===== config.mk =====
export PLATFORM = sky130hd
export DESIGN_NAME = usd_ep0_port
export DESIGN_NICKNAME = d
export VERILOG_FILES = /design/src/inc/usd_pkg.sv /design/src/inc/usd_fifo_if.sv /design/src/design/usd_sync.sv /design/src/design/usd_ep0_fifo.sv /design/src/design/usd_ep0_port.sv
export SDC_FILE = /design/constraint.sdc
export NUM_CORES = 1
export LEC_CHECK = 0
export ABC_AREA = 1
export BUFFER_PORTS_ARGS = -buffer_cell sky130_fd_sc_hd__buf_2
export CELL_PAD_IN_SITES_DETAIL_PLACEMENT = 1
export CELL_PAD_IN_SITES_GLOBAL_PLACEMENT = 1
export CORE_ASPECT_RATIO = 2
export CORE_MARGIN = 3
export CORE_UTILIZATION = 48
export CTS_CLUSTER_DIAMETER = 60
export DETAILED_ROUTE_END_ITERATION = 16
export PLACE_DENSITY_LB_ADDON = 0.1
export SYNTH_ARGS = -nofsm -noshare
export SYNTH_HDL_FRONTEND = slang
export SYNTH_SLANG_ARGS = --single-unit

===== constraint.sdc =====
create_clock -name clk_sys -period 19.4 [get_ports clk_sys]
set_clock_uncertainty 0.1 [all_clocks]
set_input_delay 2.91 -clock clk_sys [delete_from_list [all_inputs] [get_ports clk_sys]]
set_output_delay 2.91 -clock clk_sys [all_outputs]
set_load 0.1 [all_outputs]

===== src/inc/usd_pkg.sv =====
// constants and types of the endpoint 0 setup and host port block
package usd_pkg;
   // ****************************************
   // register map, seven-bit host addresses
   // ****************************************
   localparam logic [6:0] ADR_SETUP_BASE = 7'h00;
   localparam logic [6:0] ADR_EP0_STAT = 7'h08;
   localparam logic [6:0] ADR_IRQ_STAT1 = 7'h09;
   localparam logic [6:0] ADR_IRQ_EN1 = 7'h0a;
   localparam logic [6:0] ADR_EP0_RXCNT = 7'h0b;
   localparam logic [6:0] ADR_EP0_MAXPKT = 7'h0c;
   localparam logic [6:0] ADR_POLARITY = 7'h0d;
   localparam logic [6:0] ADR_EP0_FIFO = 7'h0e;
   localparam logic [6:0] ADR_DMA_CTL = 7'h0f;

   // ****************************************
   // field positions
   // ****************************************
   localparam int ST_RX_RDY = 0;
   localparam int ST_TX_RDY = 1;
   localparam int ST_SETUP_RDY = 2;
   localparam int IS_SETUP = 0;
   localparam int IS_RX = 6;
   localparam int IS_TX = 7;
   localparam int POL_IRQ_HI = 0;
   localparam int POL_DREQ_HI = 1;
   localparam int POL_DACK_LO = 2;
   localparam int POL_WIDE = 3;

   // ****************************************
   // reset values and sizes
   // ****************************************
   localparam logic [7:0] MAXPKT_RST = 8'h08;
   localparam logic [7:0] POL_RST = 8'h00;
   localparam logic [7:0] IRQ_EN_RST = 8'h00;
   localparam int FIFO_DEPTH = 32;
   localparam int SETUP_LEN = 8;
   localparam int RXCNT_W = 6;

   // ****************************************
   // state encodings
   // ****************************************
   typedef enum logic [1:0] {
      BUS_IDLE = 2'b00, BUS_READ = 2'b01, BUS_WRITE = 2'b10
   } usd_bus_e;
   typedef enum logic [1:0] {
      RX_IDLE = 2'b00, RX_SETUP = 2'b01, RX_DATA = 2'b10
   } usd_rx_e;
endpackage


===== src/inc/usd_fifo_if.sv =====
// bundle between the endpoint 0 port logic and its byte store
`timescale 1ns/1ps
interface usd_fifo_if #(parameter int W = 8, parameter int D = 32);
   logic push;
   logic [W-1:0] push_data;
   logic pop;
   logic [W-1:0] pop_data;
   logic [$clog2(D+1)-1:0] count;
   logic flush;
   // port logic side fills and drains
   modport fill (output push, push_data, pop, flush,
                 input pop_data, count);
   // storage side
   modport store (input push, push_data, pop, flush,
                  output pop_data, count);
endinterface


===== src/design/usd_sync.sv =====
// two flip-flop synchroniser for pin inputs, one stage pair per bit
`timescale 1ns/1ps
module usd_sync #(
   parameter int W = 1,
   parameter logic [W-1:0] RST = '0
) (
   // clock and reset
   input wire logic clk_sys,
   input wire logic reset,
   // pins in, synchronised levels out
   input wire logic [W-1:0] d,
   output logic [W-1:0] q
);
   for (genvar i = 0; i < W; i++) begin : g_bit
      logic meta_q;
      // first stage feeds only the second stage
      always_ff @(posedge clk_sys or posedge reset) begin
         if (reset) begin
            meta_q <= RST[i];
            q[i] <= RST[i];
         end else begin
            meta_q <= d[i];
            q[i] <= meta_q;
         end
      end
   end
endmodule


===== src/design/usd_ep0_fifo.sv =====
// shared transmit and receive byte store of the control endpoint
`timescale 1ns/1ps
module usd_ep0_fifo #(
   parameter int W = 8,
   parameter int D = 32
) (
   // clock and reset
   input wire logic clk_sys,
   input wire logic reset,
   // fill and drain bundle
   usd_fifo_if.store f
);
   localparam int PW = $clog2(D);
   localparam int CW = $clog2(D + 1);
   logic [W-1:0] mem_q [D];
   logic [PW-1:0] wr_q;
   logic [PW-1:0] rd_q;
   logic [CW-1:0] cnt_q;
   logic do_push;
   logic do_pop;

   // full and empty refuse silently; depth must be a power of two
   assign do_push = f.push && (cnt_q != CW'(D));
   assign do_pop = f.pop && (cnt_q != '0);
   assign f.count = cnt_q;
   assign f.pop_data = mem_q[rd_q];

   // pointers and fill level, flush wins over everything
   always_ff @(posedge clk_sys or posedge reset) begin
      if (reset) begin
         wr_q <= '0;
         rd_q <= '0;
         cnt_q <= '0;
      end else if (f.flush) begin
         wr_q <= '0;
         rd_q <= '0;
         cnt_q <= '0;
      end else begin
         if (do_push) wr_q <= wr_q + 1'b1;
         if (do_pop) rd_q <= rd_q + 1'b1;
         cnt_q <= cnt_q + CW'(do_push) - CW'(do_pop);
      end
   end

   // storage entries, each cleared at reset
   for (genvar i = 0; i < D; i++) begin : g_ent
      always_ff @(posedge clk_sys or posedge reset) begin
         if (reset) begin
            mem_q[i] <= '0;
         end else if (do_push && !f.flush && wr_q == PW'(i)) begin
            mem_q[i] <= f.push_data;
         end
      end
   end

   AST_FIFO_FULL_HOLD: assert property (@(posedge clk_sys) disable iff (reset)
      f.push && !f.pop && !f.flush && cnt_q == CW'(D) |=> cnt_q == CW'(D))
      else $error("fifo grew past its depth");
   AST_FIFO_PUSH_ONE: assert property (@(posedge clk_sys) disable iff (reset)
      f.push && !f.pop && !f.flush && cnt_q < CW'(D)
      |=> cnt_q == $past(cnt_q) + 1'b1)
      else $error("fifo push did not add one byte");
endmodule


===== src/design/usd_ep0_port.sv =====
// host bus port and endpoint 0 setup stage logic of the usb device
`timescale 1ns/1ps
// What this block does
// ignore usb-reset registers while lines indeterminate
// interrupt and dma requests active-low, selectable
// dma acknowledges active-high, selectable polarity
// latch pin: address strobe or pull-up control
// host drives active-low chip select, strobes
// sixteen-bit setup-pair reads: muxed low, separate high
// format select picks separate or muxed address
// two dma requests, each answered by acknowledge
// reset initialises all logic
// endpoint 0 only, shared 32-byte fifo
// control read, write and no-data forms
// eight setup bytes in eight read registers
// setup arrival sets status and interrupt bits
// setup interrupt only when its enable set
// setup flagged only after error-free packet
// packet ready flags, receive count, max packet
// irq when any enabled status bit set
// setup registers read-only, replaced per packet
module usd_ep0_port #(
   parameter int FIFO_DEPTH = usd_pkg::FIFO_DEPTH
) (
   // clock and reset
   input wire logic clk_sys,
   input wire logic reset,
   // host bus strobes and address pins
   input wire logic cs_n,
   input wire logic rd_n,
   input wire logic wr_n,
   input wire logic [6:0] host_addr_bus,
   input wire logic latch_or_pullup_ctl,
   input wire logic addr_format_select,
   // host data lanes, split into in, out and enable
   input wire logic [7:0] host_muxed_low_byte_i,
   output logic [7:0] host_muxed_low_byte_o,
   output logic host_muxed_low_byte_oe,
   input wire logic [7:0] host_high_byte_i,
   output logic [7:0] host_high_byte_o,
   output logic host_high_byte_oe,
   // pull-up, interrupt and dma pins
   output logic pullup_en,
   output logic irq_out,
   output logic [1:0] dma_req_out,
   input wire logic [1:0] dma_ack_in,
   // serial engine side, same clock
   input wire logic usb_line_indeterminate,
   input wire logic usb_bus_reset,
   input wire logic usb_rx_setup,
   input wire logic usb_rx_out,
   input wire logic usb_rx_valid,
   input wire logic [7:0] usb_rx_data,
   input wire logic usb_rx_end_ok,
   input wire logic usb_rx_end_err,
   input wire logic usb_tx_pop,
   output logic [7:0] usb_tx_data,
   output logic usb_tx_avail,
   input wire logic usb_tx_done
);
   localparam int SW = 30;
   localparam logic [SW-1:0] PIN_RST = {3'b111, 27'h0000000};
   localparam int CW = $clog2(FIFO_DEPTH + 1);

   // ****************************************
   // pin synchronisation
   // ****************************************
   logic [SW-1:0] pin_s;
   logic cs_s;
   logic rd_s;
   logic wr_s;
   logic ale_s;
   logic mux_s;
   logic [1:0] ack_s;
   logic [6:0] adr_s;
   logic [7:0] lo_s;
   logic [7:0] hi_s;

   usd_sync #(.W(SW), .RST(PIN_RST)) u_sync (
      .clk_sys(clk_sys),
      .reset(reset),
      .d({cs_n, rd_n, wr_n, latch_or_pullup_ctl, addr_format_select,
          dma_ack_in, host_addr_bus, host_muxed_low_byte_i,
          host_high_byte_i}),
      .q(pin_s)
   );
   assign {cs_s, rd_s, wr_s, ale_s, mux_s, ack_s, adr_s, lo_s, hi_s} = pin_s;

   // ****************************************
   // byte store
   // ****************************************
   usd_fifo_if #(.W(8), .D(FIFO_DEPTH)) fif ();
   usd_ep0_fifo #(.W(8), .D(FIFO_DEPTH)) u_fifo (
      .clk_sys(clk_sys),
      .reset(reset),
      .f(fif.store)
   );

   // ****************************************
   // state
   // ****************************************
   usd_pkg::usd_bus_e bus_q;
   usd_pkg::usd_rx_e rx_q;
   logic [6:0] alat_q;
   logic [6:0] addr;
   logic rd_act;
   logic wr_act;
   logic wr_fire;
   logic rd_done;
   logic blk;
   logic [63:0] setup_q;
   logic [63:0] shadow_q;
   logic [3:0] scnt_q;
   logic setup_commit;
   logic rx_commit;
   logic st_rx_q;
   logic st_tx_q;
   logic st_setup_q;
   logic [7:0] irq_stat_q;
   logic [7:0] irq_en_q;
   logic [7:0] maxpkt_q;
   logic [7:0] pol_q;
   logic [usd_pkg::RXCNT_W-1:0] rxcnt_q;
   logic [1:0] dreq_pend_q;
   logic [1:0] ack_on;
   logic [7:0] wdat;
   logic [7:0] status;

   // strobes are active low; chip select qualifies both
   assign rd_act = !cs_s && !rd_s;
   assign wr_act = !cs_s && !wr_s;
   assign wr_fire = (bus_q == usd_pkg::BUS_IDLE) && wr_act && !rd_act;
   assign rd_done = (bus_q == usd_pkg::BUS_READ) && !rd_act;
   assign addr = mux_s ? alat_q : adr_s;
   assign wdat = lo_s;
   // writes to usb-reset registers are lost while lines float
   assign blk = usb_line_indeterminate;
   assign status = {5'h00, st_setup_q, st_tx_q, st_rx_q};

   // multiplexed mode latches the address while the strobe is high
   always_ff @(posedge clk_sys or posedge reset) begin
      if (reset) begin
         alat_q <= '0;
      end else if (mux_s && ale_s) begin
         alat_q <= lo_s[6:0];
      end
   end

   // ****************************************
   // host bus sequencer
   // ****************************************
   always_ff @(posedge clk_sys or posedge reset) begin
      if (reset) begin
         bus_q <= usd_pkg::BUS_IDLE;
      end else begin
         case (bus_q)
            usd_pkg::BUS_IDLE: begin
               if (rd_act) bus_q <= usd_pkg::BUS_READ;
               else if (wr_act) bus_q <= usd_pkg::BUS_WRITE;
            end
            usd_pkg::BUS_READ: begin
               if (!rd_act) bus_q <= usd_pkg::BUS_IDLE;
            end
            usd_pkg::BUS_WRITE: begin
               if (!wr_act) bus_q <= usd_pkg::BUS_IDLE;
            end
            default: bus_q <= usd_pkg::BUS_IDLE;
         endcase
      end
   end

   // register read multiplexer, unmapped reads return zero
   function automatic logic [7:0] rd_mux(input logic [6:0] a);
      logic [7:0] r;
      r = 8'h00;
      if (a[6:3] == usd_pkg::ADR_SETUP_BASE[6:3]) begin
         r = setup_q[a[2:0]*8 +: 8];
      end else begin
         case (a)
            usd_pkg::ADR_EP0_STAT: r = status;
            usd_pkg::ADR_IRQ_STAT1: r = irq_stat_q;
            usd_pkg::ADR_IRQ_EN1: r = irq_en_q;
            usd_pkg::ADR_EP0_RXCNT: r = {2'b00, rxcnt_q};
            usd_pkg::ADR_EP0_MAXPKT: r = maxpkt_q;
            usd_pkg::ADR_POLARITY: r = pol_q;
            usd_pkg::ADR_EP0_FIFO: r = fif.pop_data;
            usd_pkg::ADR_DMA_CTL: r = {6'h00, dreq_pend_q};
            default: r = 8'h00;
         endcase
      end
      return r;
   endfunction

   // read lanes; wide mode pairs an even setup byte with the next
   always_ff @(posedge clk_sys or posedge reset) begin
      if (reset) begin
         host_muxed_low_byte_o <= 8'h00;
         host_muxed_low_byte_oe <= 1'b0;
         host_high_byte_o <= 8'h00;
         host_high_byte_oe <= 1'b0;
      end else begin
         host_muxed_low_byte_o <= rd_mux(addr);
         host_muxed_low_byte_oe <= rd_act && (bus_q == usd_pkg::BUS_READ);
         host_high_byte_o <= (addr[6:3] == 4'h0 && !addr[0]) ?
                             rd_mux(addr | 7'h01) : 8'h00;
         host_high_byte_oe <= rd_act && (bus_q == usd_pkg::BUS_READ) &&
                              pol_q[usd_pkg::POL_WIDE];
      end
   end

   // ****************************************
   // setup and data stage reception
   // ****************************************
   assign setup_commit = (rx_q == usd_pkg::RX_SETUP) && usb_rx_end_ok &&
                         (scnt_q == 4'(usd_pkg::SETUP_LEN));
   assign rx_commit = (rx_q == usd_pkg::RX_DATA) && usb_rx_end_ok;

   // a setup token always wins; data is refused while the last is unread
   always_ff @(posedge clk_sys or posedge reset) begin
      if (reset) begin
         rx_q <= usd_pkg::RX_IDLE;
         scnt_q <= '0;
      end else if (usb_rx_setup) begin
         rx_q <= usd_pkg::RX_SETUP;
         scnt_q <= '0;
      end else if (usb_rx_out && rx_q == usd_pkg::RX_IDLE && !st_rx_q) begin
         rx_q <= usd_pkg::RX_DATA;
      end else if (usb_rx_end_ok || usb_rx_end_err) begin
         rx_q <= usd_pkg::RX_IDLE;
      end else if (rx_q == usd_pkg::RX_SETUP && usb_rx_valid &&
                   scnt_q != 4'(usd_pkg::SETUP_LEN)) begin
         scnt_q <= scnt_q + 4'h1;
      end
   end

   // shadow bytes keep visible setup registers intact until a good end
   for (genvar i = 0; i < usd_pkg::SETUP_LEN; i++) begin : g_setup
      always_ff @(posedge clk_sys or posedge reset) begin
         if (reset) begin
            shadow_q[i*8 +: 8] <= 8'h00;
            setup_q[i*8 +: 8] <= 8'h00;
         end else begin
            if (rx_q == usd_pkg::RX_SETUP && usb_rx_valid &&
                scnt_q == 4'(i)) begin
               shadow_q[i*8 +: 8] <= usb_rx_data;
            end
            if (setup_commit) setup_q[i*8 +: 8] <= shadow_q[i*8 +: 8];
         end
      end
   end

   // fifo traffic: host writes and usb data in, host reads and usb out
   assign fif.flush = usb_bus_reset || usb_rx_setup ||
                      ((rx_q == usd_pkg::RX_DATA) && usb_rx_end_err);
   assign fif.push = (wr_fire && addr == usd_pkg::ADR_EP0_FIFO && !blk) ||
                     ((rx_q == usd_pkg::RX_DATA) && usb_rx_valid &&
                      {{(8-CW){1'b0}}, fif.count} < maxpkt_q);
   assign fif.push_data = (rx_q == usd_pkg::RX_DATA) ? usb_rx_data : wdat;
   assign fif.pop = (rd_done && addr == usd_pkg::ADR_EP0_FIFO) ||
                    usb_tx_pop;

   // ****************************************
   // status, enables and polarity
   // ****************************************
   // endpoint flags; hardware set wins over a same-cycle host clear
   always_ff @(posedge clk_sys or posedge reset) begin
      if (reset) begin
         st_rx_q <= 1'b0;
         st_tx_q <= 1'b0;
         st_setup_q <= 1'b0;
      end else if (usb_bus_reset) begin
         st_rx_q <= 1'b0;
         st_tx_q <= 1'b0;
         st_setup_q <= 1'b0;
      end else begin
         if (setup_commit) st_setup_q <= 1'b1;
         else if (wr_fire && !blk && addr == usd_pkg::ADR_EP0_STAT &&
                  wdat[usd_pkg::ST_SETUP_RDY]) st_setup_q <= 1'b0;
         if (rx_commit) st_rx_q <= 1'b1;
         else if (wr_fire && !blk && addr == usd_pkg::ADR_EP0_STAT &&
                  wdat[usd_pkg::ST_RX_RDY]) st_rx_q <= 1'b0;
         if (wr_fire && !blk && addr == usd_pkg::ADR_EP0_STAT &&
             wdat[usd_pkg::ST_TX_RDY]) st_tx_q <= 1'b1;
         else if (usb_tx_done || usb_rx_setup) st_tx_q <= 1'b0;
      end
   end

   // interrupt causes, write one to clear, events win
   always_ff @(posedge clk_sys or posedge reset) begin
      if (reset) begin
         irq_stat_q <= 8'h00;
      end else begin
         for (int b = 0; b < 8; b++) begin
            if ((b == usd_pkg::IS_SETUP && setup_commit) ||
                (b == usd_pkg::IS_RX && rx_commit) ||
                (b == usd_pkg::IS_TX && usb_tx_done)) begin
               irq_stat_q[b] <= 1'b1;
            end else if (wr_fire && addr == usd_pkg::ADR_IRQ_STAT1 &&
                         wdat[b]) begin
               irq_stat_q[b] <= 1'b0;
            end
         end
      end
   end

   // usb-reset registers, write-protected while lines float
   always_ff @(posedge clk_sys or posedge reset) begin
      if (reset) begin
         irq_en_q <= usd_pkg::IRQ_EN_RST;
         maxpkt_q <= usd_pkg::MAXPKT_RST;
      end else if (usb_bus_reset) begin
         irq_en_q <= usd_pkg::IRQ_EN_RST;
         maxpkt_q <= usd_pkg::MAXPKT_RST;
      end else if (wr_fire && !blk) begin
         if (addr == usd_pkg::ADR_IRQ_EN1) irq_en_q <= wdat;
         if (addr == usd_pkg::ADR_EP0_MAXPKT) maxpkt_q <= wdat;
      end
   end

   // receive count captured with the packet-ready flag
   always_ff @(posedge clk_sys or posedge reset) begin
      if (reset) begin
         rxcnt_q <= '0;
      end else if (rx_commit) begin
         rxcnt_q <= usd_pkg::RXCNT_W'(fif.count);
      end
   end

   // polarity survives usb resets; only the device reset clears it
   always_ff @(posedge clk_sys or posedge reset) begin
      if (reset) begin
         pol_q <= usd_pkg::POL_RST;
      end else if (wr_fire && addr == usd_pkg::ADR_POLARITY) begin
         pol_q <= wdat;
      end
   end

   // ****************************************
   // dma request and acknowledge
   // ****************************************
   assign ack_on = ack_s ^ {2{pol_q[usd_pkg::POL_DACK_LO]}};

   // software raises a request; the matching acknowledge retires it
   always_ff @(posedge clk_sys or posedge reset) begin
      if (reset) begin
         dreq_pend_q <= 2'b00;
      end else begin
         for (int c = 0; c < 2; c++) begin
            if (wr_fire && addr == usd_pkg::ADR_DMA_CTL && wdat[c]) begin
               dreq_pend_q[c] <= 1'b1;
            end else if (ack_on[c]) begin
               dreq_pend_q[c] <= 1'b0;
            end
         end
      end
   end

   // ****************************************
   // output pins
   // ****************************************
   // idle level of each request is the opposite of its active level
   always_ff @(posedge clk_sys or posedge reset) begin
      if (reset) begin
         irq_out <= 1'b1;
         dma_req_out <= 2'b11;
         pullup_en <= 1'b0;
      end else begin
         irq_out <= (|(irq_stat_q & irq_en_q)) ?
                    pol_q[usd_pkg::POL_IRQ_HI] :
                    !pol_q[usd_pkg::POL_IRQ_HI];
         dma_req_out <= ~(dreq_pend_q ^
                          {2{pol_q[usd_pkg::POL_DREQ_HI]}});
         pullup_en <= !mux_s && ale_s;
      end
   end

   // usb transmit view lags a pop by one cycle, so avail drops then
   always_ff @(posedge clk_sys or posedge reset) begin
      if (reset) begin
         usb_tx_data <= 8'h00;
         usb_tx_avail <= 1'b0;
      end else begin
         usb_tx_data <= fif.pop_data;
         usb_tx_avail <= st_tx_q && (fif.count != '0) && !usb_tx_pop;
      end
   end

   // ****************************************
   // checks
   // ****************************************
   AST_SETUP_FLAGS: assert property (@(posedge clk_sys) disable iff (reset)
      setup_commit && !usb_bus_reset |=> st_setup_q && irq_stat_q[0])
      else $error("setup arrival did not raise both flags");
   AST_SETUP_IRQ: assert property (@(posedge clk_sys) disable iff (reset)
      irq_stat_q == 8'h01 && !irq_en_q[0] && $stable(pol_q)
      |=> irq_out == !$past(pol_q[0]))
      else $error("setup interrupt escaped its enable");
   AST_IRQ_LEVEL: assert property (@(posedge clk_sys) disable iff (reset)
      |(irq_stat_q & irq_en_q) ##1 $stable(pol_q) |-> irq_out == pol_q[0])
      else $error("enabled cause did not drive interrupt");
   AST_FLOAT_BLOCK: assert property (@(posedge clk_sys) disable iff (reset)
      wr_fire && blk && !usb_bus_reset |=> $stable(irq_en_q) &&
      $stable(maxpkt_q))
      else $error("write landed while lines were indeterminate");
   AST_SETUP_HOLD: assert property (@(posedge clk_sys) disable iff (reset)
      !setup_commit |=> setup_q == $past(setup_q))
      else $error("setup bytes changed without a new packet");
   AST_SETUP_CLEAN: assert property (@(posedge clk_sys) disable iff (reset)
      usb_rx_end_err || scnt_q != 4'h8 |-> !setup_commit)
      else $error("setup accepted from a bad packet");
   AST_RX_COUNT: assert property (@(posedge clk_sys) disable iff (reset)
      rx_commit |=> rxcnt_q == $past(fif.count) ##1 st_rx_q)
      else $error("receive count or ready flag wrong");
   AST_DACK_RETIRE: assert property (@(posedge clk_sys) disable iff (reset)
      ack_on[0] && !(wr_fire && addr == usd_pkg::ADR_DMA_CTL)
      |=> !dreq_pend_q[0] ##1 dma_req_out[0] == !pol_q[1])
      else $error("acknowledge did not retire the request");
endmodule


==> flow_summary.json <==
{
  "status": "finished clean",
  "syn_avg_cell_area_um2": 8.38,
  "grt_pass1_wl_um": 136000,
  "postCtsSetupBuffers": 0,
  "dpl.hpwl_um": 56100,
  "cp_data_arrival_time_ps": 6650,
  "numCtsBuffers": 49,
  "worst_slew_pin_slew_ps": 1360,
  "wire_per_inst_um": 23.9,
  "drc_errors": 0,
  "coreArea_um2": 50400,
  "placed_area_um2": 25400,
  "fmax_mhz": 161,
  "num_antenna_cells": 0,
  "die-height_um": 326,
  "maxSlewViolCount": 0,
  "period_share_pct": 32.1,
  "io_buffers": 71,
  "final_layout_size_suffix_gt1_share_pct": 9.08,
  "yosys.cell_types.count": 43,
  "synth-seq-cells": 528,
  "maxSlewHeadroom_pct": 8.71,
  "p_sw_mw": 0.816,
  "syn2layout_area_growth_pct": 10.1,
  "grt-ovfl-total": 0,
  "via_per_inst": 6.05,
  "seq_area_frac_synth_pct": 53.9,
  "cts_tree": "yes",
  "mostFrequentLayoutCells": "nand2_1 (875), dfrtp_1 (516), nand4_1 (305)",
  "finalCriticalPeriod_ps": 6230,
  "cts_hold_buf": 0,
  "final.fill_count": 5970,
  "worst-path-max-fanout": 102,
  "htree_levels": 2,
  "rsz0062_at_grt": "false",
  "hold_viol_final": 0,
  "cts.sinks": 528,
  "rows": 116,
  "p_int_mw": 1.81,
  "drtPass1Iterations": 5,
  "p_sw_share_pct": 31.1,
  "io_pins": 80,
  "drt_iter0_markers": 1535,
  "seq_power_share_pct": 45.0,
  "design_area_um2": 27000,
  "wl_um": 86100,
  "cts.repair.resized": 0,
  "ant_nets": 0,
  "cts_buffer_depth": 3,
  "async_reset_ff_share_pct": 100,
  "power_leakage_nw": 13.7,
  "antenna_found_initial": 0,
  "setup_violations": 0,
  "fin_setup_tns_ps": 0,
  "syn_nets": 3003,
  "cts_root_buf": "clkbuf_16",
  "die-width_um": 166,
  "die_area_um2": 54000,
  "clk_pin_slew_ps": 60,
  "first_global_vias": 23700,
  "final_common_cell": "nand2_1",
  "place.gp.congestion": 0.909,
  "cp-start-kind": "input port",
  "layout.nets": 2988,
  "grt_max_degree": 183,
  "drv_cap": 0,
  "combPwrFrac_pct": 16.8,
  "p_per_area_nw_per_um2": 97.3,
  "ir_drop_mv": 0.101,
  "yosys_most_used_dff": "dfrtp_1",
  "cp.required_ps": 19820,
  "synth_edf_count": 0,
  "hp-class": "reg -> reg",
  "endpoint_kind": "register",
  "synth.yosys.warnings": 0,
  "vias": 21800,
  "initial_core_util_pct": 48.7,
  "worstSetupPathType": "in -> reg",
  "insertion_delay_ps": 600,
  "netlist_area_um2": 24500,
  "clkPwrFrac_pct": 38.2,
  "track_usage_pct": 31.7,
  "netlist_instances": 2928
}
[cells in the mapped netlist (15+ instances only)]
cell type / number / share of area, %
nor2_1: 260 / 4.0
o211ai_1: 33 / 1.0
buf_2: 20 / 0.41
nand4_1: 305 / 7.8
clkbuf_1: 133 / 2.0
nor3_1: 15 / 0.31
buf_4: 16 / 0.49
inv_1: 162 / 2.5
ha_1: 25 / 1.3
mux2_2: 33 / 1.5
nand2_1: 875 / 13
o21ai_0: 273 / 5.6
nand3_1: 106 / 2.2
a21oi_1: 46 / 0.94
dfrtp_1: 518 / 53
[cell families after synthesis]
logic type	share of synthesized area [%]
buf+inv	5.65
xor+xnor	0.321
simple gates	28.4
flops	53.9
compound gates	8.84
fa+ha+maj	1.36
mux	1.51
[through the flow]
step           hold WS, ps  worst slack (ps)  utilization [%]  instances  power [mW]
2_1_floorplan          231              1650                -       2928        1.49
3_3_place_gp           232             12800             50.4       3511        1.62
3_5_place_dp           236             12640             50.4       3511        1.64
4_1_cts                251             13220             53.6       3599        2.65
5_1_grt                259             12940             53.6       3599        2.73
6_report               249             13170             53.6       3599        2.63
[registers in the layout, indices dropped and copies added (netlist names), 2 cells and up]
name and count:
u_sync.g_bit.meta_q 22, u_fifo.wr_q 5, maxpkt_q 8, host_muxed_low_byte_o 8
u_fifo.f.count 6, bus_q 2, dma_req_out 2, irq_stat_q 3
setup_q 64, alat_q 7, u_fifo.rd_q 5, dreq_pend_q 2
irq_en_q 8, u_fifo.mem_q 256, rx_q 2, usb_tx_data 8
u_sync.q 22, rxcnt_q 6, scnt_q 4, shadow_q 64
pol_q 8, host_high_byte_o 8
[worst max-delay path, cell delays in order]
cell,delay [ps]
buf_2,100
nor2_1,390
nand2_2,140
a21oi_4,160
buf_4,670
buf_4,780
buf_4,930
nand4_1,280
nand2_1,170
[final cells by class]
cell class | instances | area, um^2 | share of cell area (%)
repair buffers | 110 | 661 | 2.45
well taps | 649 | 812 | 3.01
inverters | 171 | 658 | 2.44
flip-flops and latches | 528 | 13200 | 49.0
clock buffers | 70 | 1460 | 5.40
clock inverters | 18 | 175 | 0.649
multi-input cells | 2053 | 10000 | 37.1
[power by group through the flow]
stage	Sequential [mW]	Clock, mW	Combinational (mW)
3_3_place_gp	1.20	0	0.426
6_report	1.18	1.00	0.441
3_5_place_dp	1.20	0	0.438
2_1_floorplan	1.26	0	0.230
4_1_cts	1.18	1.02	0.443
5_1_grt	1.19	1.06	0.483
[routing by layer]
layer,vias to the layer above,wire [um],track usage (%)
li1,9780,-,-
met1,11000,31000,34.9
met2,665,43500,55.4
met3,304,3390,3.34
met4,0,8230,25.1
met5,-,0,0
[path summary, 6_finish.rpt]
path,to,from,slack (ps),depth (start not counted)
max reg2reg,u_fifo.mem_q[19],u_sync.q[25],14150,13
min reg2reg,u_sync.q[14],u_sync.g_bit[14].meta_q,250,0
max in group asynchronous,u_fifo.mem_q[124],reset,14550,4
min in group asynchronous,maxpkt_q[5],reset,2390,2
max,u_fifo.mem_q[19],usb_line_indeterminate,13170,9
min,u_sync.q[14],u_sync.g_bit[14].meta_q,250,0
No activity file was read; power rests on OpenSTA's default activity.
